**src/rtl/conv_ctrl_pkg.sv**
```systemverilog
package conv_ctrl_pkg;

    // Register offsets on the plain register port
    localparam logic [3:0] ADDR_MUX_SELECT = 4'h0;
    localparam logic [3:0] ADDR_CTRL_A     = 4'h1;
    localparam logic [3:0] ADDR_CTRL_B     = 4'h2;
    localparam logic [3:0] ADDR_RESULT_LO  = 4'h3;
    localparam logic [3:0] ADDR_RESULT_HI  = 4'h4;
    localparam logic [3:0] ADDR_DIDR_ONE   = 4'h5;
    localparam logic [3:0] ADDR_PIN_IN     = 4'h6;

    // mux_select_reg fields
    localparam int MUX_CH_LSB    = 0;
    localparam int MUX_LEFT_ADJ  = 5;
    localparam int MUX_REF_LSB   = 6;
    // converter_ctrl_a fields
    localparam int CA_PRESC_LSB  = 0;
    localparam int CA_DONE_IE    = 3;
    localparam int CA_DONE_FLAG  = 4;
    localparam int CA_AUTO_TRIG  = 5;
    localparam int CA_START      = 6;
    localparam int CA_ENABLE     = 7;
    // converter_ctrl_b fields
    localparam int CB_TRIG_LSB   = 0;
    localparam int CB_CMP_MUX_EN = 6;
    // digital_input_disable_one fields
    localparam int DID_CMP_PIN   = 0;

    localparam logic [7:0] RESET_BYTE = 8'h00;

    // Converter timing in converter clock cycles, and result width in bits
    localparam int NORMAL_CYCLES = 13;
    localparam int FIRST_CYCLES  = 25;
    localparam int RESULT_BITS   = 10;

    // Trigger source code that selects the conversion-done flag
    localparam logic [3:0] TRIG_DONE_FLAG = 4'h0;

    typedef struct packed {
        logic [3:0] addr;
        logic [7:0] wdata;
        logic       wr;
        logic       rd;
    } reg_req_t;

    typedef struct packed {
        logic       bandgap;
        logic       pin_valid;
        logic [2:0] pin_index;
    } cmp_neg_sel_t;

endpackage : conv_ctrl_pkg

```
**src/rtl/conv_ctrl.sv**
```systemverilog
`timescale 1ns/1ps

module conv_ctrl #(
    parameter int TRIG_SRC_COUNT = 16
) (
    input  wire logic                         ref_clk_i,
    input  wire logic                         rst_b_i,
    input  wire logic [3:0]                   addr_i,
    input  wire logic [7:0]                   wdata_i,
    input  wire logic                         wr_i,
    input  wire logic                         rd_i,
    output logic      [7:0]                   rdata_o,
    input  wire logic [TRIG_SRC_COUNT-1:0]    trig_src_i,
    input  wire logic [9:0]                   sar_code_i,
    input  wire logic                         cmp_pin_i,
    output logic                              cmp_pin_buf_en_o,
    output conv_ctrl_pkg::cmp_neg_sel_t       cmp_neg_sel_o,
    output logic      [2:0]                   conv_channel_o,
    output logic      [1:0]                   conv_reference_o,
    output logic                              conv_sample_o,
    output logic                              conv_active_o,
    output logic                              done_irq_o
);

    ////////////////////////////////////////////////////////////////////////////
    // Register request and storage

    conv_ctrl_pkg::reg_req_t req;
    assign req = '{addr: addr_i, wdata: wdata_i, wr: wr_i, rd: rd_i};

    // Software-visible control state
    logic [7:0] mux_select_reg;
    logic [7:0] converter_ctrl_b_reg;
    logic [7:0] digital_input_disable_one_reg;
    logic [2:0] prescale_sel_reg;
    logic       done_ie_reg;
    logic       auto_trigger_enable_reg;
    logic       converter_enable_reg;
    logic       conversion_done_flag_reg;

    // Sequencer state
    logic       busy_reg;
    logic       first_reg;

    // Result bytes and read-order lock
    logic [7:0] result_low_byte_reg;
    logic [7:0] result_high_byte_reg;
    logic       lock_reg;

    // Selections seen by the converter
    logic [2:0] ch_latched_reg;
    logic [1:0] ref_latched_reg;

    // Divider and conversion counter
    logic [6:0] presc_cnt_reg;
    logic [4:0] cyc_cnt_reg;

    // Trigger history and pin synchroniser
    logic       trig_prev_reg;
    logic       pin_meta_reg;
    logic       pin_sync_reg;

    // Address match shared by the write and result-lock decodes; the read mux decodes addr itself
    function automatic logic hit(input conv_ctrl_pkg::reg_req_t r, input logic [3:0] a);
        hit = r.addr == a;
    endfunction : hit

    // Decoded strobes and sequencer events
    logic wr_a;
    logic start_wr;
    logic enable_next;
    logic conv_tick;
    logic conv_end;
    logic trig_sel;
    logic trig_edge;
    logic start_now;
    logic [15:0] left_word;
    logic [15:0] right_word;

    assign wr_a        = req.wr && hit(req, conv_ctrl_pkg::ADDR_CTRL_A);
    // Enable and start may come in one write, so start looks at the written enable
    assign enable_next = wr_a ? req.wdata[conv_ctrl_pkg::CA_ENABLE] : converter_enable_reg;
    assign start_wr    = wr_a && req.wdata[conv_ctrl_pkg::CA_START]
                         && req.wdata[conv_ctrl_pkg::CA_ENABLE];

    always_ff @(posedge ref_clk_i or negedge rst_b_i)
    begin
        if (!rst_b_i)
        begin
            mux_select_reg                <= conv_ctrl_pkg::RESET_BYTE;
            converter_ctrl_b_reg          <= conv_ctrl_pkg::RESET_BYTE;
            digital_input_disable_one_reg <= conv_ctrl_pkg::RESET_BYTE;
            prescale_sel_reg              <= 3'h0;
            done_ie_reg                   <= 1'b0;
            auto_trigger_enable_reg       <= 1'b0;
            converter_enable_reg          <= 1'b0;
        end
        else if (req.wr)
        begin
            if (hit(req, conv_ctrl_pkg::ADDR_MUX_SELECT))
                mux_select_reg <= req.wdata;
            if (hit(req, conv_ctrl_pkg::ADDR_CTRL_B))
                converter_ctrl_b_reg <= req.wdata;
            if (hit(req, conv_ctrl_pkg::ADDR_DIDR_ONE))
                digital_input_disable_one_reg <= req.wdata;
            if (wr_a)
            begin
                prescale_sel_reg        <= req.wdata[conv_ctrl_pkg::CA_PRESC_LSB +: 3];
                done_ie_reg             <= req.wdata[conv_ctrl_pkg::CA_DONE_IE];
                auto_trigger_enable_reg <= req.wdata[conv_ctrl_pkg::CA_AUTO_TRIG];
                converter_enable_reg    <= req.wdata[conv_ctrl_pkg::CA_ENABLE];
            end
        end
    end

    ////////////////////////////////////////////////////////////////////////////
    // Prescaler: divide ratio 2^sel (sel 0 treated as 2), one-cycle tick

    logic [6:0] presc_mask;
    always_comb
    begin
        presc_mask = 7'h01;
        if (prescale_sel_reg != 3'h0)
            presc_mask = 7'((8'h01 << prescale_sel_reg) - 8'h01);
    end

    assign conv_tick = converter_enable_reg && ((presc_cnt_reg & presc_mask) == presc_mask);

    // A trigger edge restarts the divider, fixing its delay to the sample
    always_ff @(posedge ref_clk_i or negedge rst_b_i)
    begin
        if (!rst_b_i)
            presc_cnt_reg <= 7'h00;
        else if (!converter_enable_reg || trig_edge)
            presc_cnt_reg <= 7'h00;
        else
            presc_cnt_reg <= presc_cnt_reg + 7'h01;
    end

    ////////////////////////////////////////////////////////////////////////////
    // Trigger selection and edge detection

    always_comb
    begin
        trig_sel = 1'b0;
        if (converter_ctrl_b_reg[conv_ctrl_pkg::CB_TRIG_LSB +: 4] == conv_ctrl_pkg::TRIG_DONE_FLAG)
            trig_sel = 1'b0;
        // Codes past the last source select none
        else if (32'(converter_ctrl_b_reg[conv_ctrl_pkg::CB_TRIG_LSB +: 4]) < TRIG_SRC_COUNT)
            trig_sel = trig_src_i[converter_ctrl_b_reg[conv_ctrl_pkg::CB_TRIG_LSB +: 4]];
    end

    // Done flag as source: conversions chain on their own, no edge needed
    logic free_running;
    assign free_running = auto_trigger_enable_reg && converter_ctrl_b_reg
        [conv_ctrl_pkg::CB_TRIG_LSB +: 4] == conv_ctrl_pkg::TRIG_DONE_FLAG;

    // Only a fresh rising edge counts, and only when idle
    assign trig_edge = auto_trigger_enable_reg && converter_enable_reg && !free_running
                       && trig_sel && !trig_prev_reg && !busy_reg;

    always_ff @(posedge ref_clk_i or negedge rst_b_i)
    begin
        if (!rst_b_i)
            trig_prev_reg <= 1'b0;
        else
            trig_prev_reg <= trig_sel;
    end

    ////////////////////////////////////////////////////////////////////////////
    // Conversion sequencer

    // Starts are refused while busy; trigger edges are gated the same way
    assign start_now = !busy_reg && (start_wr || trig_edge);
    assign conv_end  = busy_reg && conv_tick && cyc_cnt_reg == 5'h01;

    always_ff @(posedge ref_clk_i or negedge rst_b_i)
    begin
        if (!rst_b_i)
        begin
            busy_reg    <= 1'b0;
            cyc_cnt_reg <= 5'h00;
            first_reg   <= 1'b1;
        end
        else if (!enable_next)
        begin
            // Clearing enable aborts at once; busy never outlives the enable bit
            busy_reg    <= 1'b0;
            cyc_cnt_reg <= 5'h00;
            first_reg   <= 1'b1;
        end
        else if (start_now)
        begin
            busy_reg    <= 1'b1;
            cyc_cnt_reg <= first_reg ? 5'(conv_ctrl_pkg::FIRST_CYCLES)
                                     : 5'(conv_ctrl_pkg::NORMAL_CYCLES);
            first_reg   <= 1'b0;
        end
        else if (conv_end)
        begin
            // Free running restarts at once and keeps start set
            busy_reg    <= free_running;
            cyc_cnt_reg <= 5'(conv_ctrl_pkg::NORMAL_CYCLES);
        end
        else if (busy_reg && conv_tick)
            cyc_cnt_reg <= cyc_cnt_reg - 5'h01;
    end

    // Selections follow the shadow register only between conversions
    // A start latches too, so the first conversion after enable uses them
    always_ff @(posedge ref_clk_i or negedge rst_b_i)
    begin
        if (!rst_b_i)
        begin
            ch_latched_reg  <= 3'h0;
            ref_latched_reg <= 2'h0;
        end
        else if (start_now || (converter_enable_reg && (!busy_reg || conv_end)))
        begin
            ch_latched_reg  <= mux_select_reg[conv_ctrl_pkg::MUX_CH_LSB +: 3];
            ref_latched_reg <= mux_select_reg[conv_ctrl_pkg::MUX_REF_LSB +: 2];
        end
    end

    ////////////////////////////////////////////////////////////////////////////
    // Result bytes, read-order lock and done flag

    assign right_word = {6'h00, sar_code_i};
    assign left_word  = {sar_code_i, 6'h00};

    always_ff @(posedge ref_clk_i or negedge rst_b_i)
    begin
        if (!rst_b_i)
        begin
            result_low_byte_reg  <= conv_ctrl_pkg::RESET_BYTE;
            result_high_byte_reg <= conv_ctrl_pkg::RESET_BYTE;
        end
        else if (conv_end && !lock_reg)
        begin
            // Justification follows the live register at conversion end
            if (mux_select_reg[conv_ctrl_pkg::MUX_LEFT_ADJ])
            begin
                result_high_byte_reg <= left_word[15:8];
                result_low_byte_reg  <= left_word[7:0];
            end
            else
            begin
                result_high_byte_reg <= right_word[15:8];
                result_low_byte_reg  <= right_word[7:0];
            end
        end
    end

    always_ff @(posedge ref_clk_i or negedge rst_b_i)
    begin
        if (!rst_b_i)
            lock_reg <= 1'b0;
        // A repeated low read keeps the lock; only a high read opens it
        else if (req.rd && hit(req, conv_ctrl_pkg::ADDR_RESULT_LO))
            lock_reg <= 1'b1;
        else if (req.rd && hit(req, conv_ctrl_pkg::ADDR_RESULT_HI))
            lock_reg <= 1'b0;
    end

    // Set wins over a write-one-to-clear in the same cycle
    always_ff @(posedge ref_clk_i or negedge rst_b_i)
    begin
        if (!rst_b_i)
            conversion_done_flag_reg <= 1'b0;
        else if (conv_end)
            conversion_done_flag_reg <= 1'b1;
        else if (wr_a && req.wdata[conv_ctrl_pkg::CA_DONE_FLAG])
            conversion_done_flag_reg <= 1'b0;
    end

    ////////////////////////////////////////////////////////////////////////////
    // Comparator pin and negative input routing

    always_ff @(posedge ref_clk_i or negedge rst_b_i)
    begin
        if (!rst_b_i)
        begin
            pin_meta_reg <= 1'b0;
            pin_sync_reg <= 1'b0;
        end
        else
        begin
            pin_meta_reg <= cmp_pin_i;
            pin_sync_reg <= pin_meta_reg;
        end
    end

    // Disable bit gates both the buffer and the pin's read-back
    logic pin_disabled;
    assign pin_disabled     = digital_input_disable_one_reg[conv_ctrl_pkg::DID_CMP_PIN];
    assign cmp_pin_buf_en_o = !pin_disabled;

    always_comb
    begin
        cmp_neg_sel_o = '{bandgap: 1'b1, pin_valid: 1'b0, pin_index: 3'h0};
        if (converter_ctrl_b_reg[conv_ctrl_pkg::CB_CMP_MUX_EN] && !converter_enable_reg)
        begin
            cmp_neg_sel_o.bandgap   = 1'b0;
            cmp_neg_sel_o.pin_index = mux_select_reg[conv_ctrl_pkg::MUX_CH_LSB +: 3];
            cmp_neg_sel_o.pin_valid = mux_select_reg[conv_ctrl_pkg::MUX_CH_LSB + 2]
                || !mux_select_reg[conv_ctrl_pkg::MUX_CH_LSB + 1];
        end
    end

    assign conv_channel_o   = ch_latched_reg;
    assign conv_reference_o = ref_latched_reg;
    // Analog core hands over its next code on this pulse
    assign conv_sample_o    = conv_end;
    assign conv_active_o    = busy_reg;
    // The flag sets with its enable clear; only the request line is gated
    assign done_irq_o       = conversion_done_flag_reg && done_ie_reg;

    ////////////////////////////////////////////////////////////////////////////
    // Read data, one cycle after the read strobe

    always_ff @(posedge ref_clk_i or negedge rst_b_i)
    begin
        if (!rst_b_i)
            rdata_o <= 8'h00;
        else if (req.rd)
        begin
            case (req.addr)
                conv_ctrl_pkg::ADDR_MUX_SELECT: rdata_o <= mux_select_reg;
                conv_ctrl_pkg::ADDR_CTRL_A:     rdata_o <= {converter_enable_reg, busy_reg,
                    auto_trigger_enable_reg, conversion_done_flag_reg, done_ie_reg,
                    prescale_sel_reg};
                conv_ctrl_pkg::ADDR_CTRL_B:     rdata_o <= converter_ctrl_b_reg;
                conv_ctrl_pkg::ADDR_RESULT_LO:  rdata_o <= result_low_byte_reg;
                conv_ctrl_pkg::ADDR_RESULT_HI:  rdata_o <= result_high_byte_reg;
                conv_ctrl_pkg::ADDR_DIDR_ONE:   rdata_o <= digital_input_disable_one_reg;
                // Pin bit reads zero while its input buffer is off
                conv_ctrl_pkg::ADDR_PIN_IN:     rdata_o <= {7'h00,
                    pin_sync_reg && !pin_disabled};
                default:                        rdata_o <= 8'h00;
            endcase
        end
        else
            rdata_o <= 8'h00;
    end

endmodule : conv_ctrl

```
**config.mk**
```make
export PLATFORM = sky130hd
export DESIGN_NAME = conv_ctrl
export DESIGN_NICKNAME = d
export VERILOG_FILES = /design/src/rtl/conv_ctrl_pkg.sv /design/src/rtl/conv_ctrl.sv
export SDC_FILE = /design/constraint.sdc
export NUM_CORES = 1
export LEC_CHECK = 0
export BUFFER_PORTS_ARGS = -buffer_cell sky130_fd_sc_hd__buf_2
export CAP_MARGIN = 20
export CORE_MARGIN = 3
export CORE_UTILIZATION = 40
export DETAILED_ROUTE_END_ITERATION = 10
export GPL_ROUTABILITY_DRIVEN = 0
export PLACE_DENSITY = 0.6
export SETUP_SLACK_MARGIN = 0.1
export SLEW_MARGIN = 20
export SYNTH_ARGS = -nofsm -noshare
export SYNTH_HDL_FRONTEND = slang
export SYNTH_SLANG_ARGS = --single-unit
```
**constraint.sdc**
```tcl
create_clock -name ref_clk_i -period 2.6 [get_ports ref_clk_i]
set_clock_uncertainty 0.1 [all_clocks]
set_input_delay 0.65 -clock ref_clk_i [delete_from_list [all_inputs] [get_ports ref_clk_i]]
set_output_delay 0.65 -clock ref_clk_i [all_outputs]
set_load 0.01 [all_outputs]
```
==> parameters.txt, run 1 <==
Parameter                              Value

STA
  Final count of pins violating max slew    0
  Headroom to the max-slew limit    62.2%
  Setup-failing EPs final    0
  Hold Vio Cnt, Final    0
  Maximum achievable frequency    0.403 GHz
  Tmin final    2.48 ns
  Worst Tran Pin Value    0.567 ns
  Fin Hold WS    between 0.15 and 0.2 ns
  Post-Route Setup TNS    0 ns
  Tcrit/Tclk final    95.4%
  Setup repair after global routing missed its margin    true

Outcome
  Result of the run    completed

Floorplanning
  Die H    105 um
  Placeable core region    0.00937 mm2
  Area of the die    0.0110 mm2
  Ports placed on the boundary    65
  Starting density of the core    41.6%
  Chip width    105 um
  Number of placement rows    35

Synthesis
  Post-synthesis adder-cell area fraction    0.962%
  Largest area contributor in the synthesized netlist    sky130_fd_sc_hd__dfrtp_1
  Ranking of synthesized cells by area    sky130_fd_sc_hd__dfrtp_1, sky130_fd_sc_hd__mux2_2, sky130_fd_sc_hd__nand2_1
  Combinational family with the most area after synthesis    multiplexers
  Synth Area in Compound Gates    11.3%
  Xor-xnor portion of the synthesized cell area    under 10%
  Net count of the mapped netlist    397
  Post-synth design cell area    between 0.003 and 0.004 mm2
  Synth Instances    351
  Post-synthesis register bit count    78
  Seq/Total Area, Yosys    50.1%
  Most used flip-flop cell after synthesis    sky130_fd_sc_hd__dfrtp_1
  Number of enable flip-flop cells after synthesis    0
  Average footprint of a synthesized cell    11.1 um2
  Count of synthesis-stage warnings from yosys    0
  Most frequent cells after synthesis    sky130_fd_sc_hd__dfrtp_1, sky130_fd_sc_hd__mux2_2, sky130_fd_sc_hd__nand2_1
  Most numerous cell in the Yosys netlist    sky130_fd_sc_hd__dfrtp_1
  Synthesized-area fraction occupied by and/or/nand/nor cells    between 10 and 15%
  Async set or reset register ratio after synthesis    between 90% and 100%
  Distinct cell type count of the synthesized netlist    57
  Multiplexer share of the synthesized area    18.4%
  Top-area cell type share of the netlist area    about 49%

Cells and area
  Area growth from synthesis to layout    19.3%
  Filler cell count    906
  Sequential Area    0.00195 mm2
  Total Nets Final    474
  Area of the multi-input gates    0.00183 mm2
  Antenna diode instance count    0
  Share of layout cells above drive strength 1    between 30% and 40%

Drt
  Total wire length    9090 um
  Wire length per cell    16.2 um
  Avg Vias per Cell    5.19
  Number of antenna-violating nets in the routed design    0
  First DRT Iteration DRCs    127
  Drt first pass iters    6
  Overall via count from detail_route    2914
  DRC errors left    0

Setup path
  CP required    1.85 ns
  Peak fanout along the critical path    2
  Worst path arrival time    1.73 ns
  Type of element launching the critical path    flop
  Worst Path Class, Setup    flop to output port
  Category of the worst setup path capture point    output port

CTS
  Clock tree from TritonCTS    yes
  Root Driver    sky130_fd_sc_hd__clkbuf_8
  Bufs on Longest Clock Path    2
  Maximum level of the CTS H-tree    3
  # hold bufs at CTS    0
  Post-CTS clock slew at the launch and capture registers of the worst setup and hold paths    0.08 ns
  CTS buffer count    9
  Clock latency at the later pin of the worst-skew pair    0.35 ns
  Number of clock sinks    78

Power and ir drop
  Peak supply drop    281 uV
  Power per unit of standard cell area    678 mW/mm2
  Leak    2.18 nW
  Overall power of the completed layout    3.15 mW

Global route
  GR Overflow Total    0
  Pin count of the biggest net entering global routing    41
  Number of antenna violations at the first check in global routing    0
  Gr usage total    around 17%
  First-pass GRT wire length    15000 um
  Vias in the first global route    2912

Run
  Max-capacitance violation count    0

Place
  Number of buffers added on ports    64
  Post-detailed-placement half-perimeter wirelength    6840 um

Min path
  Worst hold path class    primary input to async pin
## where the power goes
| part | switching (mW) | internal (mW) |
|---|---|---|
| clock network | 0.452 | 0.440 |
| registers | 0.180 | 1.39 |
| logic | 0.314 | 0.376 |
## worst paths after layout
check                               startpoint                 endpoint  slack (ns)  depth (start not counted)
worst max-delay path            cyc_cnt_reg[1]            conv_sample_o        0.12                          5
worst min-delay path                   rst_b_i        conv_channel_o[1]        0.17                          1
worst max register to register  cyc_cnt_reg[1]  result_high_byte_reg[4]        0.23                          8
worst min register to register    pin_meta_reg             pin_sync_reg        0.28                          0
max in group asynchronous              rst_b_i  converter_ctrl_b_reg[3]        1.68                          2
min in group ref_clk_i            pin_meta_reg             pin_sync_reg        0.28                          0
## cell families after synthesis
group           Yosys count
flops                    78
xor+xnor                  5
compound gates           64
buf+inv                  27
mux                      59
simple gates            115
fa+ha+maj                 3
## what timing repair did
action	CTS	global route
pin swaps	1	0
buffers inserted	6	0
setup endpoints to repair	1	1
resized for setup	4	0
## cell usage in the layout (no fill, tap or decap), types with 2 or more instances in the layout
cell | netlist | routed
sky130_fd_sc_hd__mux4_2 | 4 | 4
sky130_fd_sc_hd__nor2_1 | 22 | 22
sky130_fd_sc_hd__nor4_1 | 3 | 3
sky130_fd_sc_hd__a31oi_1 | 5 | 5
sky130_fd_sc_hd__a22oi_1 | 3 | 3
sky130_fd_sc_hd__nand3b_1 | 2 | 2
sky130_fd_sc_hd__ha_1 | 3 | 2
sky130_fd_sc_hd__nor2_2 | 2 | 2
sky130_fd_sc_hd__a211oi_1 | 3 | 3
sky130_fd_sc_hd__clkbuf_8 | 0 | 9
sky130_fd_sc_hd__nand3_1 | 9 | 9
sky130_fd_sc_hd__nor2b_1 | 7 | 7
sky130_fd_sc_hd__mux2i_1 | 13 | 13
sky130_fd_sc_hd__buf_2 | 6 | 63
sky130_fd_sc_hd__mux2_2 | 40 | 40
sky130_fd_sc_hd__xnor2_1 | 3 | 3
sky130_fd_sc_hd__o21ai_0 | 4 | 4
sky130_fd_sc_hd__a21oi_1 | 11 | 11
sky130_fd_sc_hd__and2_1 | 3 | 3
sky130_fd_sc_hd__nand2_1 | 40 | 40
sky130_fd_sc_hd__xor2_1 | 2 | 2
sky130_fd_sc_hd__nand2b_1 | 7 | 7
sky130_fd_sc_hd__a22o_1 | 9 | 9
sky130_fd_sc_hd__inv_1 | 10 | 9
sky130_fd_sc_hd__and3_1 | 5 | 5
sky130_fd_sc_hd__dfrtp_1 | 77 | 77
sky130_fd_sc_hd__buf_4 | 0 | 19
sky130_fd_sc_hd__clkinvlp_4 | 0 | 3
sky130_fd_sc_hd__nor3_1 | 5 | 5
sky130_fd_sc_hd__o21ai_1 | 16 | 16
sky130_fd_sc_hd__clkinv_2 | 0 | 2
## per-stage QoR
step / area, um2 / std cells / utilization (%) / setup slack, ns
after floorplan: 3900 / 351 / - / 0.214
after global placement: 4400 / 540 / 47.0 / 0.194
after detailed placement: 4400 / 540 / 47.0 / 0.170
after CTS: 4650 / 562 / 49.7 / 0.109
after global routing: 4650 / 562 / 49.7 / 0.0159
final: 4650 / 562 / 49.7 / 0.120
## worst max-delay path: stages, from the launching register on
cell and delay [ns]:
sky130_fd_sc_hd__dfrtp_1 0.39, sky130_fd_sc_hd__inv_2 0.08, sky130_fd_sc_hd__ha_4 0.13, sky130_fd_sc_hd__or4b_4 0.48, sky130_fd_sc_hd__nor3_4 0.15, sky130_fd_sc_hd__buf_2 0.16
## final cells by class
cell class | count | share of cell area [%]
Clock buffer | 10 | 2.74
Inverter | 10 | 0.806
Tap cell | 129 | 3.47
Clock inverter | 6 | 1.34
Multi-Input combinational cell | 246 | 39.4
Sequential cell | 78 | 42.0
Timing Repair Buffer | 83 | 10.3
## per-layer routing
| layer | GRT usage, % | routed length (um) |
|---|---|---|
| met1 | 25.1 | 4310 |
| met2 | 25.5 | 4090 |
| met3 | 4.57 | 558 |
| met4 | 5.34 | 126 |
| met5 | 0 | 0 |
(Power assumes the default switching activity.)
==> inputs of run 2 (changes only) <==
--- a/config.mk
+++ b/config.mk
@@ -11,6 +11,7 @@
 export CORE_UTILIZATION = 40
 export DETAILED_ROUTE_END_ITERATION = 10
 export GPL_ROUTABILITY_DRIVEN = 0
+export MAX_ROUTING_LAYER = met4
 export PLACE_DENSITY = 0.6
 export SETUP_SLACK_MARGIN = 0.1
 export SLEW_MARGIN = 20
==> parameters.txt, run 2 (synthesized netlist as in run 1, its figures left out) <==
Parameter                              Value

Outcome
  Result of the run    completed

Global route
  Pin count of the biggest net entering global routing    41
  Gr usage total    17.9%
  Number of antenna violations at the first check in global routing    0
  First-pass GRT wire length    15100 um
  GR Overflow Total    0
  Vias in the first global route    2905

STA
  Tmin final    2.48 ns
  Setup-failing EPs final    0
  Headroom to the max-slew limit    61.8%
  Setup repair after global routing missed its margin    true
  Maximum achievable frequency    0.403 GHz
  Worst Tran Pin Value    approximately 0.57 ns
  Hold Vio Cnt, Final    0
  Post-Route Setup TNS    0 ns
  Fin Hold WS    0.165 ns
  Worst-case setup margin in the final layout    around 0.12 ns
  Tcrit/Tclk final    a little over nine tenths
  Final count of pins violating max slew    0

Floorplanning
  Die H    around 100 um
  Number of placement rows    35
  Area of the die    0.0110 mm2
  Placeable core region    approximately 0.0094 mm2
  Starting density of the core    41.6%
  Chip width    roughly 100 um
  Ports placed on the boundary    65

CTS
  CTS buffer count    9
  Maximum level of the CTS H-tree    3
  Root Driver    sky130_fd_sc_hd__clkbuf_8
  Bufs on Longest Clock Path    2
  Clock latency at the later pin of the worst-skew pair    between 0.3 and 0.4 ns
  # hold bufs at CTS    0
  Post-CTS clock slew at the launch and capture registers of the worst setup and hold paths    around 0.08 ns
  Clock tree from TritonCTS    yes
  Number of clock sinks    78

Drt
  Wire length per cell    16.1 um
  Drt first pass iters    4
  First DRT Iteration DRCs    165
  Number of antenna-violating nets in the routed design    0
  Overall via count from detail_route    just under 3000
  Avg Vias per Cell    ~5.2
  Total wire length    slightly above 9000 um
  DRC errors left    0

Setup path
  CP required    ~1.9 ns
  Critical path depth    5
  Critical path cell sequence    inv_2 -> ha_4 -> or4b_4 -> nor3_4 -> buf_2
  Largest delay contributor family on the critical path    simple AND/OR/NAND/NOR gates
  Launching element of the worst setup path    cyc_cnt_reg[1]
  Type of element launching the critical path    flop
  FF-to-FF End    result_high_byte_reg[4]
  Worst stage delay on the critical path    0.48 ns
  Peak fanout along the critical path    2
  Register-to-register path setup slack    0.23 ns
  Worst path arrival time    between 1.5 and 2 ns
  Worst Setup EP    conv_sample_o
  Worst Path Class, Setup    flop to output port
  Combined buffer and inverter count along the critical path    2
  Slowest cell on crit path    sky130_fd_sc_hd__or4b_4
  Worst Reg-to-Reg Cells    8
  Worst reg2reg startpoint    cyc_cnt_reg[1]
  Category of the worst setup path capture point    output port

Cells and area
  Commonest non-fill, non-tap cell in the layout    sky130_fd_sc_hd__dfrtp_1
  Total Nets Final    about 470
  Area growth from synthesis to layout    19.3%
  Util after Layout    around half
  Leading cell types in the layout, fill and taps excluded    sky130_fd_sc_hd__dfrtp_1, sky130_fd_sc_hd__buf_2, sky130_fd_sc_hd__mux2_2, sky130_fd_sc_hd__nand2_1, sky130_fd_sc_hd__nor2_1
  Share of layout cells above drive strength 1    35.6%
  Filler cell count    906
  Antenna diode instance count    0

Power and ir drop
  Peak supply drop    approximately 280 uV
  Power per unit of standard cell area    676 mW/mm2
  Leak    2.18 nW

Place
  Number of buffers added on ports    64
  Place WS    0.170 ns
  Post-detailed-placement half-perimeter wirelength    6840 um

Run
  Max-capacitance violation count    0

Min path
  Worst hold path class    primary input to async pin
==> run 2: layout make-up <==
| class | count | area (um2) | share of cell area (%) |
|---|---|---|---|
| sequential | 78 | 1950 | 42.0 |
| multi-input combinational | 246 | 1830 | 39.4 |
| timing repair buffer | 83 | 478 | 10.3 |
| tap | 129 | 161 | 3.47 |
| clock buffer | 10 | 128 | 2.74 |
| clock inverter | 6 | 62.6 | 1.34 |
| inverter | 10 | 37.5 | 0.806 |
==> run 2: how the worst min path moves through the flow <==
stage and end:
2_1_floorplan pin_sync_reg, 3_3_place_gp pin_sync_reg, 3_5_place_dp pin_sync_reg, 4_1_cts conv_reference_o[1], 5_1_grt conv_reference_o[1], 6_report conv_reference_o[1]
==> run 2: metrics by stage <==
| stage | instances | power (mW) | cell area [um2] |
|---|---|---|---|
| floorplan | 351 | 2.03 | 3900 |
| global placement | 540 | 2.27 | 4400 |
| detailed placement | 540 | 2.28 | 4400 |
| CTS | 562 | 3.18 | 4650 |
| global route | 562 | 3.33 | 4650 |
| finish | 562 | 3.15 | 4650 |
==> run 2: where the power goes <==
group / internal [mW] / switching, mW / total (mW)
combinational: 0.376 / 0.314 / 0.689
clock: 0.440 / 0.446 / 0.886
sequential: 1.39 / 0.181 / 1.57
==> run 2: metal layers <==
metal  up-vias  track usage, %  share of wire [%]
li1       1409               -                  -
met1      1428            25.5                 47
met2        85            25.5                 45
met3        11            4.20                6.0
met4         0            5.34                1.4
met5         -               -                  0
==> run 2: timing repair <==
action | CTS | global route
gates resized for setup | 4 | 0
endpoints found under the setup margin | 1 | 1
setup buffers | 6 | 0
pin swaps | 1 | 0
